<file path="src/capture_compare_pwm_unit_pkg.sv">
// constants, register map and state layout of the capture/compare/pwm unit
package capture_compare_pwm_unit_pkg;

	////////////////////////////////////////////////////////////////////////////////
	// timing and widths
	localparam int CLK_PERIOD_NS = 50;
	localparam int REG_ADDR_W = 2;
	localparam int REG_DATA_W = 8;
	localparam int FIRST_TIMER_W = 16;
	localparam int SECOND_TIMER_W = 8;
	localparam int CTRL_W = 6;
	localparam int PSC_W = 4;

	////////////////////////////////////////////////////////////////////////////////
	// register offsets
	localparam logic [1:0] ADDR_UNIT_CONTROL = 2'h0;
	localparam logic [1:0] ADDR_UNIT_DATA_LOW = 2'h1;
	localparam logic [1:0] ADDR_UNIT_DATA_HIGH = 2'h2;
	localparam logic [1:0] ADDR_UNIT_STATUS = 2'h3;

	// control field positions
	localparam int MODE_LSB = 0;
	localparam int MODE_MSB = 3;
	localparam int DUTY_LSB = 4;
	localparam int DUTY_MSB = 5;
	localparam int STATUS_FLAG_BIT = 0;

	// reset values
	localparam logic [5:0] CTRL_RESET = 6'h00;
	localparam logic [7:0] DATA_RESET = 8'h00;
	localparam logic [7:0] CTRL_CLEAR_VALUE = 8'h00;

	////////////////////////////////////////////////////////////////////////////////
	// mode codes of unit_mode_select
	localparam logic [3:0] MODE_DISABLED = 4'h0;
	localparam logic [3:0] MODE_CMP_TOGGLE = 4'h2;
	localparam logic [3:0] MODE_CAP_FALL = 4'h4;
	localparam logic [3:0] MODE_CAP_RISE = 4'h5;
	localparam logic [3:0] MODE_CAP_RISE4 = 4'h6;
	localparam logic [3:0] MODE_CAP_RISE16 = 4'h7;
	localparam logic [3:0] MODE_CMP_SET_HIGH = 4'h8;
	localparam logic [3:0] MODE_CMP_SET_LOW = 4'h9;
	localparam logic [3:0] MODE_CMP_SOFT_IRQ = 4'ha;
	localparam logic [3:0] MODE_CMP_TRIGGER = 4'hb;
	localparam logic [1:0] GROUP_CAPTURE = 2'h1;
	localparam logic [1:0] GROUP_COMPARE = 2'h2;
	localparam logic [1:0] GROUP_PWM = 2'h3;

	// last prescaler count before a divided capture
	localparam logic [3:0] PSC_RISE4_LAST = 4'h3;
	localparam logic [3:0] PSC_RISE16_LAST = 4'hf;
	localparam logic [3:0] PSC_CLEAR = 4'h0;
	localparam logic [3:0] PSC_STEP = 4'h1;
	localparam logic [9:0] DUTY_ZERO = 10'h000;

	////////////////////////////////////////////////////////////////////////////////
	// whole state of the unit
	typedef struct packed {
		logic [5:0] ctrl;
		logic [7:0] data_lo;
		logic [7:0] data_hi;
		logic [1:0] duty_latch;
		logic [3:0] psc;
		logic pin_s1;
		logic pin_s2;
		logic pin_prev;
		logic cmp_out;
		logic pwm_out;
		logic [15:0] last_timer;
		logic last_match;
		logic flag;
		logic [7:0] rdata;
		logic pin_out;
		logic pin_oe;
		logic timer_clear;
		logic adc_go;
	} unit_state_type;

	localparam unit_state_type STATE_RESET = '0;

endpackage : capture_compare_pwm_unit_pkg

</file>
<file path="src/capture_compare_pwm_unit.sv">
// capture/compare/pwm unit: 16-bit capture and compare on the first timer, 10-bit pwm on the second
//
// Function
// mode 0000 disables the unit and clears its prescaler, duty latch, and compare and pwm latches.
// mode 0010 toggles the pin on each compare match and sets the flag.
// capture event: 0100 falling, 0101 rising, 0110 fourth rising, 0111 sixteenth rising.
// mode 1000 drives pin low on entry, high on match, sets flag.
// mode 1001 drives pin high on entry, low on match, sets flag.
// mode 1010 match only sets flag; pin follows its port latch.
// mode 1011 match sets flag, clears first timer, starts conversion if converter enabled.
// modes 11xx are pwm; duty is data low byte with control bits 5:4.
// data low, data high and control are separate readable and writable bytes; data high is not writable in pwm.
// first timer serves capture and compare, second timer serves pwm.
// a capture event copies the whole first timer into the data bytes.
// each capture sets the sticky flag; a new capture overwrites unread data.
// software avoids capture while the first timer counts asynchronously.
// prescaler clears when unit is off, capture left, or on reset.
// switching between capture prescalers keeps the prescaler count; early capture possible.
// software masks the interrupt while changing capture modes, then clears flag.
// capture watches the pin level, so port writes to an output pin may capture.
// compare checks data word against first timer every cycle; acts and flags together.
// software sets pin as output for pin-driving compare modes.
// writing zero to control forces the compare output latch low.
// software runs the first timer synchronously when comparing.
// duty low bits have no effect in capture or compare modes.
// pwm period end clears timer, sets pin unless duty zero, reloads duty; the unit drives no clear to the second timer.
// a compare match fires once per timer count, not while held equal.
module capture_compare_pwm_unit
	import capture_compare_pwm_unit_pkg::*;
(
	input wire logic clk,
	input wire logic rst_b,
	input wire logic [1:0] reg_addr,
	input wire logic [7:0] reg_wdata,
	input wire logic reg_wr,
	input wire logic reg_rd,
	output logic [7:0] reg_rdata,
	input wire logic [15:0] first_timer_count,
	output logic first_timer_clear,
	input wire logic adc_enabled,
	output logic adc_start,
	input wire logic [7:0] second_timer_count,
	input wire logic [7:0] second_timer_period,
	input wire logic [1:0] second_timer_phase,
	input wire logic second_timer_tick,
	input wire logic unit_pin_in,
	output logic unit_pin_out,
	output logic unit_pin_oe,
	input wire logic pin_direction_bit,
	input wire logic shared_port_pin,
	output logic unit_irq_flag
);

	////////////////////////////////////////////////////////////////////////////////
	// state and decoded views of it

	unit_state_type q;
	unit_state_type d;
	logic [3:0] mode;
	logic is_capture;
	logic is_compare;
	logic is_pwm;
	logic pin_rise;
	logic pin_fall;
	logic cap_event;
	logic timer_equal;
	logic cmp_hit;
	logic period_hit;
	logic duty_end;
	logic [9:0] duty_next;
	logic [9:0] duty_cur;
	logic [15:0] unit_data_word;
	logic wr_ctrl;
	logic [3:0] new_mode;

	// mode grouping by the top two bits of unit_mode_select, with toggle mode 0010 also counted as compare
	assign mode = q.ctrl[MODE_MSB:MODE_LSB];
	assign is_capture = (mode[3:2] == GROUP_CAPTURE);
	assign is_compare = (mode == MODE_CMP_TOGGLE) || (mode[3:2] == GROUP_COMPARE);
	// pwm mode decode
	assign is_pwm = (mode[3:2] == GROUP_PWM);
	assign unit_data_word = {q.data_hi, q.data_lo};
	assign wr_ctrl = reg_wr && (reg_addr == ADDR_UNIT_CONTROL);
	assign new_mode = reg_wdata[MODE_MSB:MODE_LSB];

	// edges seen on the resolved pin level, whichever side drives it
	assign pin_rise = q.pin_s2 && !q.pin_prev;
	assign pin_fall = !q.pin_s2 && q.pin_prev;

	// capture event selection
	always_comb begin
		case (mode)
			MODE_CAP_FALL: cap_event = pin_fall;
			MODE_CAP_RISE: cap_event = pin_rise;
			MODE_CAP_RISE4: cap_event = pin_rise && (q.psc == PSC_RISE4_LAST);
			MODE_CAP_RISE16: cap_event = pin_rise && (q.psc == PSC_RISE16_LAST);
			default: cap_event = 1'b0;
		endcase
	end

	// compare every cycle against the first timer
	assign timer_equal = (unit_data_word == first_timer_count);
	// one hit per count; a held equal value does not refire
	assign cmp_hit = is_compare && timer_equal && !(q.last_match && (first_timer_count == q.last_timer));

	// pwm runs on the second timer
	assign period_hit = is_pwm && second_timer_tick && (second_timer_count == second_timer_period);
	// ten-bit duty from data low byte and control bits 5:4
	assign duty_next = {q.data_lo, q.ctrl[DUTY_MSB:DUTY_LSB]};
	assign duty_cur = {q.data_hi, q.duty_latch};
	assign duty_end = is_pwm && (duty_cur == {second_timer_count, second_timer_phase});

	////////////////////////////////////////////////////////////////////////////////
	// next-state logic; hardware events come after software writes so that a set beats a clear, except the zero control write, which comes last

	always_comb begin
		d = q;
		// pin synchroniser: first stage feeds only the second
		d.pin_s1 = unit_pin_in;
		d.pin_s2 = q.pin_s1;
		d.pin_prev = q.pin_s2;
		d.last_timer = first_timer_count;
		d.last_match = timer_equal;
		d.rdata = DATA_RESET;
		d.timer_clear = 1'b0;
		d.adc_go = 1'b0;

		// disabled unit holds its internals cleared
		if (mode == MODE_DISABLED) begin
			d.psc = PSC_CLEAR;
			d.cmp_out = 1'b0;
			d.pwm_out = 1'b0;
			d.duty_latch = 2'h0;
		end

		// prescaler cleared outside capture modes
		if (!is_capture) begin
			d.psc = PSC_CLEAR;
		end else if (pin_rise) begin
			// no clear when hopping between capture modes
			if ((mode == MODE_CAP_RISE4) && (q.psc == PSC_RISE4_LAST)) begin
				d.psc = PSC_CLEAR;
			end else begin
				d.psc = q.psc + PSC_STEP;
			end
		end

		// software writes to the three bytes and the status
		if (reg_wr) begin
			if (reg_addr == ADDR_UNIT_CONTROL) begin
				d.ctrl = reg_wdata[CTRL_W-1:0];
				// entering set-high mode starts the pin low
				if ((new_mode == MODE_CMP_SET_HIGH) && (new_mode != mode)) begin
					d.cmp_out = 1'b0;
				end
				// entering set-low mode starts the pin high
				if ((new_mode == MODE_CMP_SET_LOW) && (new_mode != mode)) begin
					d.cmp_out = 1'b1;
				end
			end else if (reg_addr == ADDR_UNIT_DATA_LOW) begin
				d.data_lo = reg_wdata;
			end else if (reg_addr == ADDR_UNIT_DATA_HIGH) begin
				// high byte is the duty buffer in pwm and not writable there
				if (!is_pwm) begin
					d.data_hi = reg_wdata;
				end
			end else if (reg_addr == ADDR_UNIT_STATUS) begin
				if (reg_wdata[STATUS_FLAG_BIT]) begin
					d.flag = 1'b0;
				end
			end
		end

		// read data in the following cycle
		if (reg_rd) begin
			if (reg_addr == ADDR_UNIT_CONTROL) begin
				d.rdata = {2'h0, q.ctrl};
			end else if (reg_addr == ADDR_UNIT_DATA_LOW) begin
				d.rdata = q.data_lo;
			end else if (reg_addr == ADDR_UNIT_DATA_HIGH) begin
				d.rdata = q.data_hi;
			end else begin
				d.rdata = {7'h00, q.flag};
			end
		end

		// capture copies the full timer, overwriting unread data
		if (cap_event) begin
			d.data_hi = first_timer_count[15:8];
			d.data_lo = first_timer_count[7:0];
			// sticky flag on capture
			d.flag = 1'b1;
		end

		// pin action and flag on the same match
		if (cmp_hit) begin
			d.flag = 1'b1;
			case (mode)
				// toggle on match
				MODE_CMP_TOGGLE: d.cmp_out = !q.cmp_out;
				// force high on match
				MODE_CMP_SET_HIGH: d.cmp_out = 1'b1;
				// force low on match
				MODE_CMP_SET_LOW: d.cmp_out = 1'b0;
				// special trigger pulse
				MODE_CMP_TRIGGER: begin
					d.timer_clear = 1'b1;
					d.adc_go = adc_enabled;
				end
				// flag only, pin untouched
				default: d.cmp_out = q.cmp_out;
			endcase
		end

		// a zero control write forces the latch low, even over a match in the same cycle
		if (wr_ctrl && (reg_wdata == CTRL_CLEAR_VALUE)) begin
			d.cmp_out = 1'b0;
		end

		// period end reloads the duty buffer and raises the pin unless the new duty is zero
		if (period_hit) begin
			d.pwm_out = (duty_next != DUTY_ZERO);
			d.data_hi = q.data_lo;
			// duty bits reach the logic only here, in pwm
			d.duty_latch = q.ctrl[DUTY_MSB:DUTY_LSB];
		end else if (duty_end) begin
			// duty longer than the period never clears the pin
			d.pwm_out = 1'b0;
		end

		// pin source: pwm, driving compare latch, or the port latch
		if (is_pwm) begin
			d.pin_out = q.pwm_out;
		end else if ((mode == MODE_CMP_TOGGLE) || (mode == MODE_CMP_SET_HIGH) || (mode == MODE_CMP_SET_LOW)) begin
			d.pin_out = q.cmp_out;
		end else begin
			// port latch owns the pin in soft-interrupt and other modes
			d.pin_out = shared_port_pin;
		end
		// direction bit high means input, so drive only when it is low
		d.pin_oe = !pin_direction_bit;
	end

	////////////////////////////////////////////////////////////////////////////////
	// state register with synchronous reset

	always_ff @(posedge clk) begin
		if (!rst_b) begin
			q <= STATE_RESET;
		end else begin
			q <= d;
		end
	end

	// outputs straight from flip-flops
	assign reg_rdata = q.rdata;
	assign unit_irq_flag = q.flag;
	assign unit_pin_out = q.pin_out;
	assign unit_pin_oe = q.pin_oe;
	assign first_timer_clear = q.timer_clear;
	assign adc_start = q.adc_go;
endmodule : capture_compare_pwm_unit

</file>
<file path="config.mk">
export PLATFORM = sky130hd
export DESIGN_NAME = capture_compare_pwm_unit
export DESIGN_NICKNAME = d
export VERILOG_FILES = /design/src/capture_compare_pwm_unit_pkg.sv /design/src/capture_compare_pwm_unit.sv
export SDC_FILE = /design/constraint.sdc
export NUM_CORES = 1
export LEC_CHECK = 0
export BUFFER_PORTS_ARGS = -buffer_cell sky130_fd_sc_hd__buf_2
export CAP_MARGIN = 20
export CORE_MARGIN = 8
export CORE_UTILIZATION = 56
export CTS_BUF_LIST = sky130_fd_sc_hd__clkbuf_4 sky130_fd_sc_hd__clkbuf_8 sky130_fd_sc_hd__clkbuf_16
export DETAILED_ROUTE_END_ITERATION = 10
export GPL_TIMING_DRIVEN = 0
export PLACE_DENSITY = 0.84
export SETUP_SLACK_MARGIN = 0.02
export SLEW_MARGIN = 20
export SYNTH_ARGS = -nofsm -noshare
export SYNTH_HDL_FRONTEND = slang
export SYNTH_SLANG_ARGS = --single-unit
</file>
<file path="constraint.sdc">
create_clock -name clk -period 2.1 [get_ports clk]
set_input_delay 0.42 -clock clk [delete_from_list [all_inputs] [get_ports clk]]
set_output_delay 0.42 -clock clk [all_outputs]
set_load 0.1 [all_outputs]
</file>
After elaboration in Yosys (flattened, before gate mapping)
Index checks and enable logic that the tools add are counted.
{"block": "totals", "regBits": 63, "in_bits": 53, "output_inout_bits": 13, "wordCells": 135}
{"block": "op_classes", "n_addsub": 1, "eq_ne": 31, "muxes": 35, "bitwise": 2, "n_reduce_logical": 47}
{"cell": "16-bit 2-to-1 mux", "count": 3}
{"cell": "8-bit 2-to-1 mux", "count": 6}
{"cell": "16-bit equality test", "count": 2}
{"cell": "4-bit equality test (second input constant)", "count": 6}
{"cell": "3-bit nonzero test", "count": 6}
{"cell": "1-bit 2-to-1 mux", "count": 17}
{"cell": "4-bit by 3-bit equality test with 1-bit output (second input constant)", "count": 4}
{"cell": "1-bit logical AND", "count": 15}
{"cell": "3-bit != test (second input constant)", "count": 5}
{"cell": "6-bit 2-to-1 mux", "count": 2}
{"cell": "10-bit equality test", "count": 1}
{"cell": "10-bit 2-to-1 mux", "count": 1}
{"cell": "10-bit nonzero test", "count": 1}
{"cell": "2-bit equality test (second input constant)", "count": 4}
{"cell": "4-bit by 2-bit equality test with 1-bit output (second input constant)", "count": 2}
{"cell": "8-bit equality test", "count": 1}
{"cell": "8-bit zero test", "count": 1}
{"cell": "4-bit 2-to-1 mux", "count": 2}
{"cell": "1-bit case mux with 4 select lines", "count": 2}
{"cell": "2-bit AND reduction", "count": 4}
{"cell": "2-bit nonzero test", "count": 4}
{"cell": "3-bit AND reduction", "count": 2}
{"cell": "6-bit AND reduction", "count": 1}
{"cell": "1-bit zero test", "count": 5}
{"cell": "14 further kinds", "count": 19}

Depth between registers and ports, before layout
{"block": "logic_depth", "word_depth": 8, "depth_mapped": 9, "depth_no_buf": 6}

Worst setup path after synthesis
Ideal clock, no wire load.
{"block": "synth_timing", "path_kind": "input port to flip-flop", "startpoint": "input reg_addr[1]", "endpoint": "register q (netlist bit duty_cur[5])", "setup_time_ns": 0.128, "arrival_ns": 1.773, "t_required_ns": 1.972, "path_slack_ns": 0.199, "cell_stages": 9, "n_path_buf": 3, "cell_sequence": "buf_6 > nor2b_4 > buf_6 > and3_4 > buf_6 > mux2_4 > mux2_4 > mux2i_1 > nor2_1"}
{"block": "synth_via", "elab_chain_cells": 3, "elab_cells_between_ends": 7, "classes_between": "eq/ne (4); reduce/logical (3)"}
{"item": "start: declaration", "line_no": "capture_compare_pwm_unit.sv:33", "text": "input wire logic [1:0] reg_addr,"}
{"item": "2-bit by 1-bit equality test with 1-bit output, or another cell as far along", "line_no": "capture_compare_pwm_unit.sv:160", "text": "end else if (reg_addr == ADDR_UNIT_DATA_LOW) begin"}
{"item": "3-bit != test (no source line) or 3-bit nonzero test (tied branches)"}
{"item": "5-bit AND reduction (no source line) (*)"}
{"item": "end signal: assignment", "line_no": "capture_compare_pwm_unit.sv:249", "text": "q <= STATE_RESET;"}
{"item": "end signal: assignment", "line_no": "capture_compare_pwm_unit.sv:251", "text": "q <= d;"}
{"item": "end: declaration", "line_no": "capture_compare_pwm_unit.sv:57", "text": "unit_state_type q;"}
Mark *: on every way between the ends. The rest lies on a longest branch, timed or not.
A chain may end at the register's enable or synchronous reset.

Final worst setup path
{"block": "layout_timing", "startpoint": "register q (netlist bit mode[0])", "endpoint": "register q (netlist bit duty_cur[6])"}
{"block": "layout_via", "elab_chain_cells": 4, "elab_cells_between_ends": 13, "classes_between": "eq/ne (7); mux (3); reduce/logical (3)"}
{"item": "4-bit by 3-bit equality test with 1-bit output", "line_no": "capture_compare_pwm_unit.sv:92", "text": "case (mode)"}
{"item": "1-bit case mux with 4 select lines (*)", "line_no": "capture_compare_pwm_unit.sv:92"}
{"item": "3-bit != test (no source line), or another cell as far along"}
{"item": "5-bit AND reduction (no source line) or 10-bit 2-to-1 mux (tied branches)"}
Marks and branches as above.

==> run summary <==
Synthesis produced 384 cells. The number of antenna violations at the first check in global routing is 0. Number of failing setup endpoints in the final timing report: 0. The sequential fraction of the synthesis area is 0.3629, and the slew of the pin with the lowest slew margin is 0.4946 ns. In the final timing run, aggregate negative setup slack is 0 ns. In this run the vertical extent of the chip is 94.79 um. The standby leakage power was 1.808 nW; the final HPWL from detailed placement was 6822 um. By area the synthesized netlist is led by dfxtp_1 (36%), xor2_1 (8.3%), mux2i_1 (5.5%). The power per cell area is 659.6 nW/um2, and the number of global-route vias before repair is 3049. The design draws 2.696 mW.

The startpoint-to-endpoint class of the critical path was reg -> reg. Fill cell instance count of the final layout: 471. Among all cell types in the netlist, the one instantiated most often is dfxtp_1. The share of the synthesized area in the top cell type is 0.3629, and the fraction of final layout cells with drive strength greater than 1 is 0.2609. Buffers inserted during clock tree synthesis total 9.

The number of cells on the worst reg-to-reg path is 8. The final-stage net count came out at 510. The origin of the worst min-delay path is pin_direction_bit. Number of enable-type register cells in the synthesized netlist: 0. Count of final hold-check violations: 0. The number of port buffers was 61; the number of buffers inserted for hold repair after clock tree synthesis was 0. Using the TritonRoute via totals, the vias-per-cell ratio works out to 5.776. The horizontal die dimension was 94.79 um. On the critical path the largest part of the delay comes from multiplexers. The worst register-to-register path has a setup slack of 0.11 ns. Among all flip-flop cells after synthesis, the most frequent one is dfxtp_1. The run gives 66 as the total I/O pin count.

STA classifies the critical path endpoint as a register. The logs give 14790 um for the global-route wire length before repair and 322.9 uV for the maximum VDD drop. The slowest stage of the critical path belongs to the cell or3b_1. The first TritonRoute pass finished after 5 iterations. The shortest period the worst path allows was 1.990 ns; the total congestion overflow was 0. Launching instance or port of the critical path: mode[0]. Counting flops and latches in the post-synthesis netlist gives 63. The kind of path behind the tightest hold check is in -> reg. The H-tree generated during clock tree synthesis spans 3 levels. After floorplanning, the core was sized to cover 5956 um2. The die covers 8984 um2.

After routing the design area is 4088 um2. The run gives 250 as the number of violations reported at the end of detailed-routing iteration 0. The sink count of the clock tree was 63. The biggest area contributor in the post-synthesis netlist is dfxtp_1.

The routed wire length per instance is 16.87 um, and the clock input transition at the sequential cells of the worst setup and hold paths is 0.07 ns. The later pin in the worst-skew pair is clocked with a latency of 0.35 ns. For the clock skew after layout, the log shows 0.007804 ns. Entering global routing, the biggest net connects 11 pins. The portion of the clock cycle consumed by the worst path in the final layout was 0.9475. At the worst endpoint, the arrival time is 2.21 ns. The flow ran to the end, and the final reports show no timing, DRC or antenna violations. The count of unresolved DRC violations after routing was 0.

The count of pins over their slew limit was 0; the aggregate global-route resource usage was 0.2107. The initialized floorplan defines 28 standard-cell rows. The worst setup path is launched from a register.

The largest stage delay on the critical path was 0.38 ns. Wires add up to 9025 um. For the starting utilization of the core area, the log shows 0.5836. The longest clock path from root to sink contains 2 buffers. By count the netlist is led by dfxtp_1 (63), nor2_1 (44), xor2_1 (33), xnor2_1 (20). The routed layout has 3090 vias.

The share of synthesized registers carrying an async set or reset is 0, and the maximum fanout encountered on the critical timing path is 10. The number of antenna repair diodes was 0; the synthesized area was 3476 um2. Area added between synthesis and finish: 17.60%.

The path with the worst hold slack has its endpoint at unit_pin_oe. The run gives 0 as the number of warnings issued by yosys. TritonCTS built the clock tree. Static timing analysis puts the maximum clock frequency at 0.5026 GHz. STA puts the critical path data required time at 2.32 ns. The cell area reported after detailed placement is 3875 um2. Number of nets produced by synthesis: 438. The tools report the clock root buffer as clkbuf_8.

The congestion estimate from routability-driven global placement came to 0.8887. The worst slew slack as a fraction of its limit is 0.6703. The count of nets left with antenna violations once routing finished came out at 0. Together, buffers and inverters on the worst path number 2.

The reg-to-reg startpoint is mode[0]. Yosys mapped the design onto 50 distinct sky130hd cell types. Max-cap violations in this run came to 0. Setup repair after global routing left no endpoint under its margin. The worst hold path cell count works out to 2. The synthesized area per cell is 9.052 um2.

The signal on the critical path passes through buf_6 -> or3b_1 -> a21oi_1 -> o21ai_1 -> buf_4 -> mux2_4 -> mux2i_1 -> nor2_1. The tools report the worst reg2reg path endpoint as duty_cur[6].
[layout make-up]
type	instances	area [um2]	share of cell area
Multi-Input combinational cell	280	1981	0.4845
Sequential cell	63	1261	0.3085
Timing Repair Buffer	61	305.3	0.07469
Buffer	30	209.0	0.05112
Clock buffer	11	151.4	0.03704
Tap cell	75	93.84	0.02296
Clock inverter	4	45.04	0.01102
Inverter	11	41.29	0.01010
[power breakdown]
group	total, mW	switching [mW]	internal [mW]
Combinational	0.382	0.213	0.169
Clock	1.05	0.449	0.599
Sequential	1.27	0.0334	1.23
Total	2.70	0.695	2.00
[cells in the final DEF (no fill, tap or decap), types with 10 or more instances in the layout]
master	count
a21oi_1	19
and2_1	19
buf_2	65
buf_4	11
clkbuf_8	11
dfxtp_1	63
inv_1	11
mux2_4	10
mux2i_1	19
nand2_1	19
nand3_1	15
nor2_1	44
xnor2_1	20
xor2_1	33
[flip-flops by register name, indices dropped and copies added, names as in the netlist]
register and flops:
adc_start 1, d 2, duty_cur 10, duty_next 10, first_timer_clear 1, mode 4, q 24, reg_rdata 8
unit_irq_flag 1, unit_pin_oe 1, unit_pin_out 1
[what timing repair did]
item	CTS	global route
setup endpoints to repair	0	2
setup buffers	0	0
gates resized for setup	0	3
[per-stage QoR]
step | instances | worst slack, ns | hold WS, ns | util
floorplan | 384 | 0.1994 | 0.4119 | -
global placement | 520 | -0.03462 | 0.4165 | 0.6506
detailed placement | 520 | -0.01094 | 0.4241 | 0.6506
CTS | 535 | 0.1325 | 0.1997 | 0.6836
global route | 535 | 0.002407 | 0.2279 | 0.6863
finish | 535 | 0.1103 | 0.2087 | 0.6863
[cell families (layout without fill, tap and decap cells)]
group,after synthesis,in the layout,share of synthesized area
buffers and inverters,41,117,0.07127
muxes,31,31,0.1087
xor gates and xnor gates,53,53,0.1336
adders and majority gates,1,1,0.003599
AOI/OAI and AO/OA,49,49,0.09395
DFF,63,63,0.3629
and+or+nand+nor,146,146,0.2261
[metal layers]
metal  up-vias  global-route usage  part of all wire
met4         0              0.1300             0.037
li1       1461                   -                 -
met3        35             0.04841             0.094
met1      1441              0.2484              0.40
met2       153              0.3407              0.46
met5         -                   0                 0
[how the worst max path moves through the flow]
stage | end | slack (ns) | cells past startpoint
after floorplan | duty_cur[5] | 0.20 | 9
after global placement | q[31] | -0.03 | 7
after detailed placement | q[31] | -0.01 | 7
after CTS | adc_start | 0.13 | 6
after global routing | duty_cur[6] | 0.002 | 8
final | duty_cur[6] | 0.11 | 8
(Power assumes the default switching activity.)
